$ cat src/acr_pkg.sv
// Package with register map, field positions and frame constants
// Operation
// [RULE1] Reset pin pulse restores register defaults
// [RULE2] Init bit loads zeros, then self-clears
// [RULE3] Host may keep reset pin low
// [RULE4] All registers default to zero
// [RULE5] Host writes zero to unlisted bits
// [RULE6] Demodulator reset via its register bit; this bank has no demodulator reset bit
// [RULE7] Register zero write-only, init and readback
// [RULE8] Readback select turns frames into reads
// [RULE9] Full sleep; host reloads demodulator afterwards
// [RULE10] Serial output off disables data lanes
// [RULE11] Per-channel converter power-down bits
// [RULE12] Light sleep gives partial power-down
// [RULE13] Slow noise reject enables suppression
// [RULE14] Outside voltage source selects external reference
// [RULE15] Pair sharing doubles lane rate
// [RULE16] One-wire clock input selects single-ended
// [RULE17] Per-lane driver power-down bits
// [RULE18] Channel pair mean averages two channels
// [RULE19] Fast path bypass lowers latency
// [RULE20] Frame is 8 address, 16 data bits
// [RULE21] Sample on rising shift clock, select low
// [RULE22] Undefined bits read back as zero
package acr_pkg;
  localparam int ADDR_W = 8;               // Address field width
  localparam int DATA_W = 16;              // Data field width
  localparam int FRAME_W = ADDR_W + DATA_W; // Whole frame width
  localparam int CNT_W = 5;                // Bit counter width
  localparam logic [CNT_W-1:0] LAST_BIT = 5'h17; // Index of 24th bit

  localparam logic [ADDR_W-1:0] ADDR_CTRL  = 8'h00; // Init/readback
  localparam logic [ADDR_W-1:0] ADDR_PWR   = 8'h01; // Power/ref/clock
  localparam logic [ADDR_W-1:0] ADDR_LANE  = 8'h02; // Lane/avg/latency
  localparam logic [DATA_W-1:0] REG_RESET  = 16'h0000; // All defaults

  // Register 0 fields
  localparam int B_INIT = 0;
  localparam int B_RDSEL = 1;
  // Register 1 fields
  localparam int B_FULL_SLEEP = 0;
  localparam int B_SEROUT_OFF = 1;
  localparam int B_CHOFF_LO = 2;
  localparam int B_LIGHT_SLEEP = 10;
  localparam int B_SLOW_NR = 11;
  localparam int B_OUTSIDE_REF = 13;
  localparam int B_PAIR_SHARE = 14;
  localparam int B_ONE_WIRE_CLK = 15;
  // Register 2 fields
  localparam int B_LANEOFF_LO = 3;
  localparam int B_PAIR_MEAN = 11;
  localparam int B_FAST_PATH = 12;
  localparam int NCH = 8;                  // Channel count
  // Defined-bit masks for readback
  localparam logic [DATA_W-1:0] MASK_PWR  = 16'hefff;
  localparam logic [DATA_W-1:0] MASK_LANE = 16'h1ff8;
endpackage : acr_pkg

$ cat src/acr_frame_shift.sv
// Serial frame receiver: collects 24-bit frames on shift clock edges
`timescale 1ns/100ps
module acr_frame_shift (
  input  wire logic                        mclk,
  input  wire logic                        resetn,
  input  wire logic                        shiftClockRise,
  input  wire logic                        frameSelectN,
  input  wire logic                        shiftIn,
  output logic [acr_pkg::FRAME_W-2:0]      partial,
  output logic [acr_pkg::CNT_W-1:0]        bitCount,
  output logic                             frameDone,
  output logic [acr_pkg::FRAME_W-1:0]      frameWord
);
  logic [acr_pkg::FRAME_W-2:0] shift_q, shift_d; // Bits gathered so far
  logic [acr_pkg::CNT_W-1:0]   cnt_q, cnt_d;     // Position in frame
  logic                        done_q, done_d;   // Frame complete pulse
  logic [acr_pkg::FRAME_W-1:0] word_q, word_d;   // Last full frame

  // Next-state: counter restarts on each deselect, groups of 24
  always_comb begin
    shift_d = shift_q;
    cnt_d   = cnt_q;
    done_d  = 1'b0;
    word_d  = word_q;
    if (frameSelectN) begin
      // Partial frames are dropped when select rises
      cnt_d = '0;
    end else if (shiftClockRise) begin // [RULE21]
      if (cnt_q == acr_pkg::LAST_BIT) begin // [RULE20]
        word_d = {shift_q, shiftIn};
        done_d = 1'b1;
        cnt_d  = '0;
      end else begin
        shift_d = {shift_q[acr_pkg::FRAME_W-3:0], shiftIn};
        cnt_d   = cnt_q + 5'h01;
      end
    end
  end

  // Registers only
  always_ff @(posedge mclk or negedge resetn) begin
    if (!resetn) begin
      shift_q <= '0;
      cnt_q   <= '0;
      done_q  <= 1'b0;
      word_q  <= '0;
    end else begin
      shift_q <= shift_d;
      cnt_q   <= cnt_d;
      done_q  <= done_d;
      word_q  <= word_d;
    end
  end

  assign partial   = shift_q;
  assign bitCount  = cnt_q;
  assign frameDone = done_q;
  assign frameWord = word_q;
endmodule // acr_frame_shift

$ cat src/acr_read_out.sv
// Readback shifter: sends 16 data bits MSB first, MSB at address end, the rest on falling shift clock
`timescale 1ns/100ps
module acr_read_out (
  input  wire logic                        mclk,
  input  wire logic                        resetn,
  input  wire logic                        shiftClockFall,
  input  wire logic                        load,
  input  wire logic [acr_pkg::DATA_W-1:0]  loadData,
  input  wire logic                        enable,
  output logic                             dataOut,
  output logic                             dataOutEnN
);
  logic [acr_pkg::DATA_W-1:0] sh_q, sh_d;  // Outgoing word
  logic                       out_q, out_d; // Bit on the pin
  logic                       en_q, en_d;   // Pin driven when low

  // Load at address end, shift each falling edge afterwards
  always_comb begin
    sh_d  = sh_q;
    out_d = out_q;
    en_d  = ~enable;
    if (load) begin
      out_d = loadData[acr_pkg::DATA_W-1];
      sh_d  = {loadData[acr_pkg::DATA_W-2:0], 1'b0};
    end else if (shiftClockFall) begin
      out_d = sh_q[acr_pkg::DATA_W-1];
      sh_d  = {sh_q[acr_pkg::DATA_W-2:0], 1'b0};
    end
  end

  // Registers only
  always_ff @(posedge mclk or negedge resetn) begin
    if (!resetn) begin
      sh_q  <= '0;
      out_q <= 1'b0;
      en_q  <= 1'b1;
    end else begin
      sh_q  <= sh_d;
      out_q <= out_d;
      en_q  <= en_d;
    end
  end

  assign dataOut    = out_q;
  assign dataOutEnN = en_q;
endmodule // acr_read_out

$ cat src/acr_top.sv
// Converter control register bank behind the three-wire serial port
`timescale 1ns/100ps
module acr_top (
  input  wire logic                    mclk,
  input  wire logic                    resetn,
  input  wire logic                    resetPin,
  input  wire logic                    shiftClock,
  input  wire logic                    frameSelectN,
  input  wire logic                    shiftIn,
  output logic                         serialReadOut,
  output logic                         serialReadOutEnN,
  output logic                         fullSleep,
  output logic                         serialOutOff,
  output logic [acr_pkg::NCH-1:0]      perChannelConverterOff,
  output logic                         lightSleep,
  output logic                         slowNoiseReject,
  output logic                         outsideVoltageSource,
  output logic                         pairSharing,
  output logic                         oneWireClockInput,
  output logic [acr_pkg::NCH-1:0]      perLaneDriverOff,
  output logic                         channelPairMean,
  output logic                         fastPathBypass,
  output logic                         readbackSelect
);
  typedef enum logic [1:0] {
    ACR_RUN  = 2'b01, // Normal register access
    ACR_INIT = 2'b10  // Software init in progress
  } acr_state_t;

  acr_state_t                 st_q, st_d;     // Init sequencer
  logic [acr_pkg::DATA_W-1:0] ctrl_q, ctrl_d; // Register 0
  logic [acr_pkg::DATA_W-1:0] pwr_q, pwr_d;   // Register 1
  logic [acr_pkg::DATA_W-1:0] lane_q, lane_d; // Register 2
  logic                       sclk_q;         // Shift clock history
  logic                       rstPin_q;       // Reset pin history
  logic                       sclkRise;       // Rising shift edge
  logic                       sclkFall;       // Falling shift edge
  logic                       pinPulse;       // Reset pin falling edge
  logic [acr_pkg::FRAME_W-2:0] partial;       // Bits collected so far
  logic [acr_pkg::CNT_W-1:0]  bitCount;       // Position in frame
  logic                       frameDone;      // Full frame arrived
  logic [acr_pkg::FRAME_W-1:0] frameWord;     // The frame itself
  logic [acr_pkg::ADDR_W-1:0] wrAddr;         // Frame address
  logic [acr_pkg::DATA_W-1:0] wrData;         // Frame data
  logic [acr_pkg::ADDR_W-1:0] rdAddr;         // Address for readback
  logic [acr_pkg::DATA_W-1:0] rdData;         // Readback value
  logic                       rdLoad;         // Address just complete

  // Edge history; inputs are synchronous to mclk
  always_ff @(posedge mclk or negedge resetn) begin
    if (!resetn) begin
      sclk_q   <= 1'b0;
      rstPin_q <= 1'b0;
    end else begin
      sclk_q   <= shiftClock;
      rstPin_q <= resetPin;
    end
  end

  assign sclkRise = shiftClock & ~sclk_q;
  assign sclkFall = ~shiftClock & sclk_q;
  // Reset acts at end of the positive pulse so it is never partial
  assign pinPulse = rstPin_q & ~resetPin;

  // Frame receiver
  acr_frame_shift u_shift (
    .mclk           (mclk),
    .resetn         (resetn),
    .shiftClockRise (sclkRise),
    .frameSelectN   (frameSelectN),
    .shiftIn        (shiftIn),
    .partial        (partial),
    .bitCount       (bitCount),
    .frameDone      (frameDone),
    .frameWord      (frameWord)
  );

  assign wrAddr = frameWord[acr_pkg::FRAME_W-1:acr_pkg::DATA_W]; // [RULE20]
  assign wrData = frameWord[acr_pkg::DATA_W-1:0];

  // Address completes on the eighth rising edge of the frame
  assign rdAddr = {partial[acr_pkg::ADDR_W-2:0], shiftIn};
  assign rdLoad = sclkRise & ~frameSelectN &
                  (bitCount == 5'(acr_pkg::ADDR_W - 1));

  // Readback mux; register 0 is write-only and reads as zero
  always_comb begin
    case (rdAddr)
      acr_pkg::ADDR_PWR:  rdData = pwr_q & acr_pkg::MASK_PWR;   // [RULE22]
      acr_pkg::ADDR_LANE: rdData = lane_q & acr_pkg::MASK_LANE; // [RULE22]
      default:            rdData = '0; // [RULE7]
    endcase
  end

  // Readback serializer, pin driven only in readback mode
  acr_read_out u_read (
    .mclk           (mclk),
    .resetn         (resetn),
    .shiftClockFall (sclkFall),
    .load           (rdLoad & ctrl_q[acr_pkg::B_RDSEL]),
    .loadData       (rdData),
    .enable         (ctrl_q[acr_pkg::B_RDSEL]),
    .dataOut        (serialReadOut),
    .dataOutEnN     (serialReadOutEnN)
  );

  // Register update and software init sequencing
  always_comb begin
    st_d   = st_q;
    ctrl_d = ctrl_q;
    pwr_d  = pwr_q;
    lane_d = lane_q;
    case (st_q)
      ACR_RUN: begin
        if (pinPulse) begin // [RULE1]
          ctrl_d = acr_pkg::REG_RESET; // [RULE4]
          pwr_d  = acr_pkg::REG_RESET;
          lane_d = acr_pkg::REG_RESET;
        end else if (frameDone) begin
          if (wrAddr == acr_pkg::ADDR_CTRL) begin
            // Register 0 always writable, even in readback mode
            ctrl_d = wrData; // [RULE7]
            if (wrData[acr_pkg::B_INIT]) begin
              st_d = ACR_INIT; // [RULE2]
            end
          end else if (!ctrl_q[acr_pkg::B_RDSEL]) begin // [RULE8]
            if (wrAddr == acr_pkg::ADDR_PWR) begin
              pwr_d = wrData;
            end else if (wrAddr == acr_pkg::ADDR_LANE) begin
              lane_d = wrData;
            end
          end
        end
      end
      ACR_INIT: begin
        // Load defaults, which also clears the init bit itself
        ctrl_d = acr_pkg::REG_RESET; // [RULE2]
        pwr_d  = acr_pkg::REG_RESET; // [RULE4]
        lane_d = acr_pkg::REG_RESET;
        st_d   = ACR_RUN;
      end
      default: begin
        st_d = ACR_RUN;
      end
    endcase
  end

  // Registers only
  always_ff @(posedge mclk or negedge resetn) begin
    if (!resetn) begin
      st_q   <= ACR_RUN;
      ctrl_q <= acr_pkg::REG_RESET; // [RULE4]
      pwr_q  <= acr_pkg::REG_RESET;
      lane_q <= acr_pkg::REG_RESET;
    end else begin
      st_q   <= st_d;
      ctrl_q <= ctrl_d;
      pwr_q  <= pwr_d;
      lane_q <= lane_d;
    end
  end

  // Field outputs straight from flip-flops
  assign readbackSelect       = ctrl_q[acr_pkg::B_RDSEL];
  assign fullSleep            = pwr_q[acr_pkg::B_FULL_SLEEP];   // [RULE9]
  assign serialOutOff         = pwr_q[acr_pkg::B_SEROUT_OFF];   // [RULE10]
  assign lightSleep           = pwr_q[acr_pkg::B_LIGHT_SLEEP];  // [RULE12]
  assign slowNoiseReject      = pwr_q[acr_pkg::B_SLOW_NR];      // [RULE13]
  assign outsideVoltageSource = pwr_q[acr_pkg::B_OUTSIDE_REF];  // [RULE14]
  assign pairSharing          = pwr_q[acr_pkg::B_PAIR_SHARE];   // [RULE15]
  assign oneWireClockInput    = pwr_q[acr_pkg::B_ONE_WIRE_CLK]; // [RULE16]
  assign channelPairMean      = lane_q[acr_pkg::B_PAIR_MEAN];   // [RULE18]
  assign fastPathBypass       = lane_q[acr_pkg::B_FAST_PATH];   // [RULE19]

  // Per-channel bit maps, channel 1 at the low field bit
  for (genvar i = 0; i < acr_pkg::NCH; i++) begin : g_ch
    assign perChannelConverterOff[i] =
      pwr_q[acr_pkg::B_CHOFF_LO + i]; // [RULE11]
    assign perLaneDriverOff[i] =
      lane_q[acr_pkg::B_LANEOFF_LO + i]; // [RULE17]
  end
endmodule // acr_top

$ cat config.mk
export PLATFORM = sky130hd
export DESIGN_NAME = acr_top
export DESIGN_NICKNAME = d
export VERILOG_FILES = /design/src/acr_pkg.sv /design/src/acr_frame_shift.sv /design/src/acr_read_out.sv /design/src/acr_top.sv
export SDC_FILE = /design/constraint.sdc
export NUM_CORES = 1
export LEC_CHECK = 0
export BUFFER_PORTS_ARGS = -buffer_cell sky130_fd_sc_hd__buf_2
export CORE_AREA = 2 2 87 89
export CTS_CLUSTER_DIAMETER = 30
export DETAILED_ROUTE_END_ITERATION = 8
export DIE_AREA = 0 0 89 91
export GPL_ROUTABILITY_DRIVEN = 0
export HOLD_SLACK_MARGIN = 0.06
export PLACE_DENSITY_LB_ADDON = 0.12
export SYNTH_ARGS = -nofsm -noshare
export SYNTH_HDL_FRONTEND = slang
export SYNTH_HIERARCHICAL = 1
export SYNTH_SLANG_ARGS = --single-unit
export TNS_END_PERCENT = 10
$ cat constraint.sdc
create_clock -name mclk -period 4.39 [get_ports mclk]
set_input_delay 0.439 -clock mclk [delete_from_list [all_inputs] [get_ports mclk]]
set_output_delay 0.439 -clock mclk [all_outputs]
set_load 0.03 [all_outputs]
==> results of run 1 <==
==> critical path, stage by stage (launching register included) <==
cell,delay (ns)
dfrtp_1,0.44
ha_1,0.24
nand2_1,0.08
o21ai_2,0.96
mux2_2,0.43
==> flip-flops by register name, indices dropped and copies added, names as in the netlist <==
| name | count |
|---|---|
| u_shift/frameWord | 24 |
| lane_q | 10 |
| u_shift/frameDone | 1 |
| u_read/dataOut | 1 |
| st_q | 2 |
| rstPin_q | 1 |
| u_shift/bitCount | 5 |
| u_read/sh_q | 15 |
| ctrl_q | 1 |
| pwr_q | 15 |
| u_shift/partial | 23 |
| u_read/dataOutEnN | 1 |
| sclk_q | 1 |
==> worst max-delay path by stage <==
stage | end | from | depth (start not counted)
final | u_shift/partial[17] | u_shift/bitCount[0] | 4
after global routing | u_shift/partial[17] | u_shift/bitCount[0] | 4
after CTS | u_shift/partial[17] | u_shift/bitCount[0] | 4
after detailed placement | u_shift/partial[12] | u_shift/bitCount[0] | 4
after global placement | u_shift/partial[8] | u_shift/bitCount[0] | 4
after floorplan | u_shift/frameWord[10] | shiftClock | 7
==> cells by family (layout without fill, tap and decap cells) <==
| logic type | count (synthesis) | in the layout | share of synthesized area, % |
|---|---|---|---|
| mux | 88 | 88 | 23.5 |
| flops | 100 | 100 | 56.2 |
| fa+ha+maj | 1 | 1 | 0.281 |
| xor+xnor | 3 | 3 | 0.590 |
| simple gates | 76 | 76 | 9.77 |
| buf+inv | 25 | 63 | 4.04 |
| compound gates | 34 | 34 | 5.59 |
==> layer usage <==
metal | share of wire, % | GRT usage (%) | vias up
li1 | - | - | 1216
met1 | 49 | 30.5 | 1268
met3 | 2.5 | 3.45 | 9
met4 | 1.7 | 8.46 | 0
met5 | 0 | 0 | -
met2 | 47 | 29.0 | 30
==> synth_stat cells (all sizes together) (2+ instances only) <==
cell     n
nand3    3
o21ai   17
mux2i   23
o31ai    2
nor3     3
nor2b    4
mux2    65
nand2b   2
inv     11
and2    16
nor4     3
a21oi    5
nor2     5
xor2     2
nor3b    2
nand2   30
buf     13
dfstp    2
nand4b   2
dfrtp   98
a22o     9
==> power breakdown <==
group / total, mW / switching (mW) / internal, mW
combinational: 0.119 / 0.0674 / 0.0513
sequential: 1.00 / 0.0401 / 0.961
clock: 0.588 / 0.295 / 0.293
==> layout make-up <==
class | count | area [um^2] | share of cell area [%]
tap | 99 | 124 | 2.56
clock inverter | 4 | 47.5 | 0.981
sequential | 100 | 2500 | 51.7
timing repair buffer | 36 | 190 | 3.92
multi-input combinational | 202 | 1780 | 36.8
clock buffer | 12 | 155 | 3.20
inverter | 11 | 41.3 | 0.852
==> placed cells by master, fill, tap and decap left out, drive strengths merged, types with 4 or more instances in the layout <==
master	count
dfrtp	98
mux2	65
buf	36
nand2	30
mux2i	23
o21ai	17
and2	16
clkbuf	12
inv	11
a22o	9
nor2	5
a21oi	5
nor2b	4
==> results.ini, run 1 <==
[sta]
timing.fmax_mhz = 437
setup_viol = 0
fin_ws_ns = 2.10
hold_viol = 0
period_needed_ns = 2.29
final_max_slew_viol_count = 0
slew_headroom_pct = 15.7
fin_skew_ns = 0.0112
tns_ns = 0
tightestPinTransition_ns = 1.26
whs_ns = 0.191
period_share_pct = 52.1
rsz0062_at_grt = no

[global_routing]
antenna_found_initial = 0
grt_util_all_layers_pct = 20.2
grt_pass1_vias = 2468
grt_pass1_wl_um = 12500
grt-ovfl-total = 0
grt_max_degree = 73

[drt]
drt-wirelength-per-cell_um = 15.8
drc = 0
drt-pass1-iter-count = 4
viasPerCell = 5.44
num_vias = 2523
drtIter0Drc = 113
antenna_left = 0
wirelength_um = 7340

[final_layout]
finish.utilization_pct = 67.9
layout.nets = 367
antennaDiodeCount = 0
fin_cells = 464
final_area_um2 = 4850
area_delta_synth_final_pct = 8.73
n_fill_cell = 564
drive_gt1_share_pct = 35.9

[setup_path]
critPathMaxFanout = 24
regToRegSetupSlack_ns = 2.10
crit_type = reg2reg
r2r_cells = 4
r2r-end = u_shift/partial[17]
endpoint_kind = register
critPathLaunchType = register
required_ns = 4.63
crit_arrival_ns = 2.53
reg2reg_from = u_shift/bitCount[0]

[yosys]
yosysSeqAreaShare_pct = 56.2
synth_nets = 334
synth_area_leader_cell = dfrtp_1
yosysWarnings = 6
ys_dominant_reg_cell = dfrtp_1
synth_area_leaders = dfrtp_1 (55%), mux2_2 (11%), mux2_4 (7.7%)
avgSynthCellArea_um2 = 13.6
synth.distinct_cells = 42
synth_edf_count = 0
async_reset_ff_share_pct = 100
synth_top_cell_area_share_pct = 55.0
syn_inst = 327
synth-seq-cells = 100
syn_area_um2 = 4460

[clock_tree]
cts_root_buf = clkbuf_8
clock_latency_ns = 0.36
cts-resized-gates = 0
clkTransAtPathRegs_ns = 0.09
cts_htree_levels = 3
cts_tree = built
cts.path.max_buffers = 2
cts_sinks = 100
cts_made_buffers = 9
cts_setup_buffers = 0
hold_buffers = 0

[floorplan]
core_area_um2 = 7140
ioPinCount = 34
fp.dieW_um = 89
dieArea_um2 = 8100
rows = 31
initial_core_util_pct = 62.4
fp.dieH_um = 91

[power_and_ir_drop]
leakage_nw = 2.40
power.total_mw = 1.71
ir_worst_vdd_uv = 211
power_density_nw_per_um2 = 353

[status]
status = finished, final reports clean

[flow_run]
drv_cap = 0

[placed_design]
placed_cells = 448
dp_hpwl_um = 5030
post-place-ws_ns = 2.13
portBuffers = 33
placed_area_um2 = 4640

[hold_path]
hold_class = in2async

Note: power is estimated with default switching activity, not from simulation.
==> inputs of run 2 (changes only) <==
- CORE_AREA: 2 2 87 89 -> 2 2 90 92
- DIE_AREA: 0 0 89 91 -> 0 0 92 94
- clock period: 4.39 -> 2.25 ns (I/O delays scaled with it)
==> results.ini, run 2 (synthesis gave the netlist of run 1 again) <==
[setup_path]
required_ns = 2.49  ; -2.14 ns
crit_type = in2reg
endpoint_kind = register
path_cells = dlygate4sd3_1 > buf_2 > nor2b_1 > o31ai_4 > a21oi_4 > mux2_2
path_delay_family = buffers and inverters
crit_arrival_ns = 2.15  ; -0.38 ns
max_stage_delay_ns = 0.53  ; -0.43 ns
critPathLaunchType = input port
crit_buf_inv = 2  ; +2
critPathMaxFanout = 10  ; -58%
slowest_stage = dlygate4sd3_1

[sta]
slew_headroom_pct = 60.5  ; +45 points
hold_viol = 0  ; unchanged
tns_ns = 0  ; unchanged
setup_viol = 0  ; unchanged
tightestPinTransition_ns = 0.592  ; -0.672 ns
period_share_pct = 85.0
fin_ws_ns = 0.338  ; -1.77 ns
fin_skew_ns = 0.00959  ; -0.00160 ns
rsz0062_at_grt = no
final_max_slew_viol_count = 0  ; unchanged
timing.fmax_mhz = 523
period_needed_ns = 1.91

[placed_design]
dp_hpwl_um = 5300  ; +5.3%
portBuffers = 33  ; unchanged
placed_area_um2 = 4730  ; +1.9%
post-place-ws_ns = 0.406  ; -1.72 ns

[drt]
wl_met1_um = 3670  ; +1.9%
drtIter0Drc = 115  ; +1.8%
dr_wl_met3_um = 175  ; -5.9%
antenna_left = 0  ; unchanged
route.met2.wl_um = 3560  ; +3.9%
drc = 0  ; unchanged
num_vias = 2511  ; -0.48%
drt-pass1-iter-count = 4  ; unchanged
wirelength_um = 7470  ; +1.8%
drt-wirelength-per-cell_um = 15.5  ; -1.8%
highest_layer = met4
viasPerCell = 5.22  ; -4.0%

[clock_tree]
cts_htree_levels = 3  ; unchanged
cts-resized-gates = 0  ; unchanged
cts_setup_buffers = 0  ; unchanged
cts_sinks = 100  ; unchanged
cts.path.max_buffers = 2  ; unchanged
cts_tree = built
clkTransAtPathRegs_ns = 0.09  ; about the same
cts_made_buffers = 9  ; unchanged
cts_root_buf = clkbuf_8
clock_latency_ns = 0.35  ; about the same

[global_routing]
grt_util_all_layers_pct = 19.8  ; -0.46 points
antenna_found_initial = 0  ; unchanged
grt_pass1_wl_um = 13200  ; +5.0%
grt_pass1_vias = 2604  ; +5.5%
grt-ovfl-total = 0  ; unchanged
grt_max_degree = 49  ; -33%

[power_and_ir_drop]
power.total_mw = 3.53  ; +110%
power_density_nw_per_um2 = 706  ; +100%
ir_worst_vdd_uv = 487  ; +130%
leakage_nw = 2.47  ; +3.1%

[flow_run]
drv_cap = 0  ; unchanged

[final_layout]
final_area_um2 = 5000  ; +3.2%
layout_commonest_cell = dfrtp_1
layout.nets = 381  ; +3.8%
antennaDiodeCount = 0  ; unchanged
largest_reg_flops = 24  ; unchanged
drive_gt1_share_pct = 37.5  ; +1.6 points
final_cell_mix = dfrtp_1 (98), mux2_2 (42), buf_2 (32)
area_delta_synth_final_pct = 12.2
finish.utilization_pct = 65.7  ; -2.2 points

[floorplan]
core_area_um2 = 7610  ; +6.6%
dieArea_um2 = 8650  ; +6.8%
fp.dieW_um = 92  ; +3.4%
fp.dieH_um = 94  ; +3.3%
ioPinCount = 34  ; unchanged
initial_core_util_pct = 58.6  ; -3.9 points
rows = 32  ; +3.2%

[status]
status = finished, final reports clean

[hold_path]
hold_class = in2reg

run 2: changes by cell type in the layout (fill, tap and decap cells not counted), sizes merged:
| cell | delta |
|---|---|
| clkbuf | -2 |
| buf | +11 |
| dlygate4sd3 | +3 |
| clkinv | -2 |
| bufinv | +2 |
| clkinvlp | +2 |
run 2: final cells by class:
| type | instances | area, um^2 |
|---|---|---|
| repair buffers | 50 | 303 |
| inverters | 11 | 41.3 |
| well taps | 102 | 128 |
| clock inverters | 6 | 113 |
| flip-flops and latches | 100 | 2500 |
| clock buffers | 10 | 128 |
| fillers | 592 | 2610 |
| multi-input cells | 202 | 1780 |
run 2: repair_timing:
item                       in CTS  in global routing
setup endpoints to repair       0                  0
hold buffers                    3                  0
hold endpoints to repair       45                  0
run 2: per-stage QoR:
stage               std cells  hold WS (ns)
floorplan                 327       -0.0706
global placement          462         0.262
detailed placement        462         0.270
CTS                       481        0.0951
global route              481         0.126
finish                    481         0.122
run 2: path summary, 6_finish.rpt:
kind / from / to / slack (ns) / cells after the start
worst min-delay path: frameSelectN / u_shift/bitCount[0] / 0.12 / 2
worst min register to register: ctrl_q[1] / u_read/dataOutEnN / 0.47 / 1
max in group asynchronous: resetn / lane_q[5] / 1.10 / 3
worst max-delay path: resetPin / lane_q[5] / 0.34 / 6
worst max register to register: u_shift/bitCount[0] / u_shift/frameWord[12] / 0.39 / 5
min in group asynchronous: resetn / u_shift/bitCount[0] / 0.41 / 2
run 2: power breakdown:
group	internal (mW)	switching, mW	total [mW]	leakage [nW]
registers	1.88	0.0792	1.95	1.37
clock network	0.738	0.590	1.33	0.109
logic	0.114	0.132	0.246	0.994
total	2.73	0.802	3.53	2.47
run 2: worst reg2reg max path, stage by stage, from the launching register on:
cell	delay [ns]
dfrtp_1	0.45
ha_1	0.24
nand3_2	0.11
or3_1	0.39
buf_4	0.24
mux2_4	0.32
run 2: metal layers:
layer  track usage, %  vias up
met5                0        -
met4             6.72        0
met3             4.01        6
met2             30.8       25
met1             27.9     1248
li1                 -     1232
==> inputs of run 3 (changes only) <==
- ABC_AREA: not set -> 1
- CORE_AREA: 2 2 90 92 -> 2 2 92 94
- DIE_AREA: 0 0 92 94 -> 0 0 94 96
- clock period: 2.25 -> 1.8 ns (I/O delays scaled with it)
==> results.ini, run 3 <==
[setup_path]
crit_arrival_ns = 1.94  ; -0.21 ns
required_ns = 2.04  ; -0.45 ns
crit_type = in2reg
worst_path_most_repeated_cell = nand3_1
path_cells = dlygate4sd3_1 > buf_2 > inv_1 > nor2_2 > nand4_1 > nor4_4 > buf_12 > inv_2 > nand3_1 > nand3_1
critPathMaxFanout = 18  ; +8
slowest_stage = dlygate4sd3_1
endpoint_kind = register
critPathLaunchType = input port
max_stage_delay_ns = 0.53  ; about the same

[clock_tree]
cts.path.max_buffers = 2  ; unchanged
cts_htree_levels = 3  ; unchanged
cts_made_buffers = 9  ; unchanged
clkTransAtPathRegs_ns = 0.09  ; about the same
cts_sinks = 100  ; unchanged
cts_setup_buffers = 0  ; unchanged
cts_root_buf = clkbuf_8
clock_latency_ns = 0.36  ; about the same
cts_tree = built

[status]
status = finished, final reports clean

[floorplan]
initial_core_util_pct = 57.7  ; -0.87 points
ioPinCount = 34  ; unchanged
fp.dieH_um = 96  ; +2.1%
core_area_um2 = 8050  ; +5.8%
rows = 33  ; +3.1%
dieArea_um2 = 9020  ; +4.3%
fp.dieW_um = 94  ; +2.2%

[yosys]
synth.distinct_cells = 31  ; -26%
ys_dominant_reg_cell = dfrtp_1
avgSynthCellArea_um2 = 8.83  ; -35%
synth_area_leaders = dfrtp_1 (53%), nand2_1 (13%), nand3_1 (6.6%)
yosysMostFrequentCell = nand2_1
syn_inst = 526  ; +61%
synth_area_leader_cell = dfrtp_1
synth_nets = 533  ; +60%
yosysWarnings = 6  ; unchanged
synth_common_cells = nand2_1 (160), dfrtp_1 (98), nand3_1 (61), inv_1 (58), o21ai_2 (34)
syn_area_um2 = 4650  ; +4.3%
async_reset_ff_share_pct = 100  ; unchanged
synth_top_cell_area_share_pct = 52.8  ; -2.3 points
synth-seq-cells = 100  ; unchanged
yosysSeqAreaShare_pct = 53.9  ; -2.3 points
synth_edf_count = 0  ; unchanged

[final_layout]
antennaDiodeCount = 0  ; unchanged
final_cell_mix = nand2_1 (160), dfrtp_1 (97), nand3_1 (61)
layout.nets = 569  ; +49%
layout_commonest_cell = nand2_1
n_fill_cell = 713  ; +20%
area_delta_synth_final_pct = 11.3
drive_gt1_share_pct = 22.4  ; -15 points
finish.utilization_pct = 64.2  ; -1.5 points
largest_reg_flops = 24  ; unchanged
final_area_um2 = 5170  ; +3.5%

[global_routing]
grt_max_degree = 49  ; unchanged
antenna_found_initial = 0  ; unchanged
grt_util_all_layers_pct = 22.9  ; +3.1 points
grt-ovfl-total = 0  ; unchanged
grt_pass1_vias = 3340  ; +28%
grt_pass1_wl_um = 16000  ; +22%

[drt]
drtIter0Drc = 148  ; +29%
drt-wirelength-per-cell_um = 14.1  ; -9.4%
viasPerCell = 5.23  ; +0.20%
num_vias = 3515  ; +40%
wirelength_um = 9460  ; +27%
drc = 0  ; unchanged
drt-pass1-iter-count = 4  ; unchanged
antenna_left = 0  ; unchanged

[sta]
period_share_pct = 94.2
hold_viol = 0  ; unchanged
final_max_slew_viol_count = 0  ; unchanged
whs_ns = 0.0744  ; -0.0480 ns
fin_skew_ns = 0.0109  ; +0.00136 ns
period_needed_ns = 1.70
tns_ns = 0  ; unchanged
tightestPinTransition_ns = 0.510  ; -0.0817 ns
rsz0062_at_grt = no
setup_viol = 0  ; unchanged
slew_headroom_pct = 66.0  ; +5.4 points
timing.fmax_mhz = 590

[placed_design]
placed_area_um2 = 4900  ; +3.7%
dp_hpwl_um = 6660  ; +26%
portBuffers = 33  ; unchanged

[power_and_ir_drop]
leakage_nw = 2.65  ; +6.9%
power_density_nw_per_um2 = 847  ; +20%
ir_worst_vdd_uv = 630  ; +29%

[flow_run]
drv_cap = 0  ; unchanged

[hold_path]
hold_class = in2reg

run 3: area by class of cell:
class / count / area, um^2 / area share [%]
Clock buffer: 10 / 138 / 2.66
Clock inverter: 6 / 86.3 / 1.67
Inverter: 63 / 236 / 4.57
Multi-Input combinational cell: 338 / 1700 / 32.8
Sequential cell: 100 / 2510 / 48.5
Tap cell: 105 / 131 / 2.54
Timing Repair Buffer: 50 / 378 / 7.31
run 3: final timing paths:
check                                from              endpoint  slack [ns]  cells after the start
min reg2reg                u_read/sh_q[1]        u_read/sh_q[1]        0.48                      2
max reg2reg                     ctrl_q[1]        u_read/sh_q[6]        0.14                      8
max                            shiftClock        u_read/sh_q[6]        0.10                     10
max in group asynchronous          resetn             pwr_q[15]        0.90                      3
min in group asynchronous          resetn              pwr_q[5]        0.32                      2
min                               shiftIn  u_shift/frameWord[0]        0.07                      3
run 3: report_power, final:
part	internal [mW]	switching, mW	total, mW
clock	0.821	0.769	1.59
combinational	0.125	0.233	0.358
sequential	2.36	0.0729	2.43
total	3.30	1.07	4.38
run 3: metrics by stage:
step	setup slack [ns]	instances	total power, mW
floorplan	0.118	526	2.71
CTS	0.0516	672	4.42
global placement	0.117	653	2.82
global route	0.0271	672	4.58
finish	0.105	672	4.38
detailed placement	0.0639	653	2.83
run 3: critical path: cells and delay by family:
family	cells	cell delay [ns]
buffers and inverters	5	1.04
AND/OR/NAND/NOR	5	0.70
run 3: cells by family (layout without fill, tap and decap cells):
logic type | count (synthesis) | in the layout | synth area share (%)
and+or+nand+nor | 267 | 267 | 25.3
DFF | 100 | 100 | 53.9
buffers and inverters | 88 | 129 | 10.1
AOI/OAI and AO/OA | 70 | 70 | 10.4
adders and majority gates | 1 | 1 | 0.269
run 3: routing by layer:
layer | part of all wire [%] | GRT usage (%)
met1 | 46 | 30.5
met3 | 4.0 | 4.54
met2 | 49 | 38.4
met5 | 0 | 0
met4 | 1.1 | 6.40
run 3: what timing repair did:
action                     4_1_cts  5_1_grt
hold buffers                     3        0
setup endpoints to repair        0       14
hold endpoints to repair        35        0
gates resized for setup          0        4
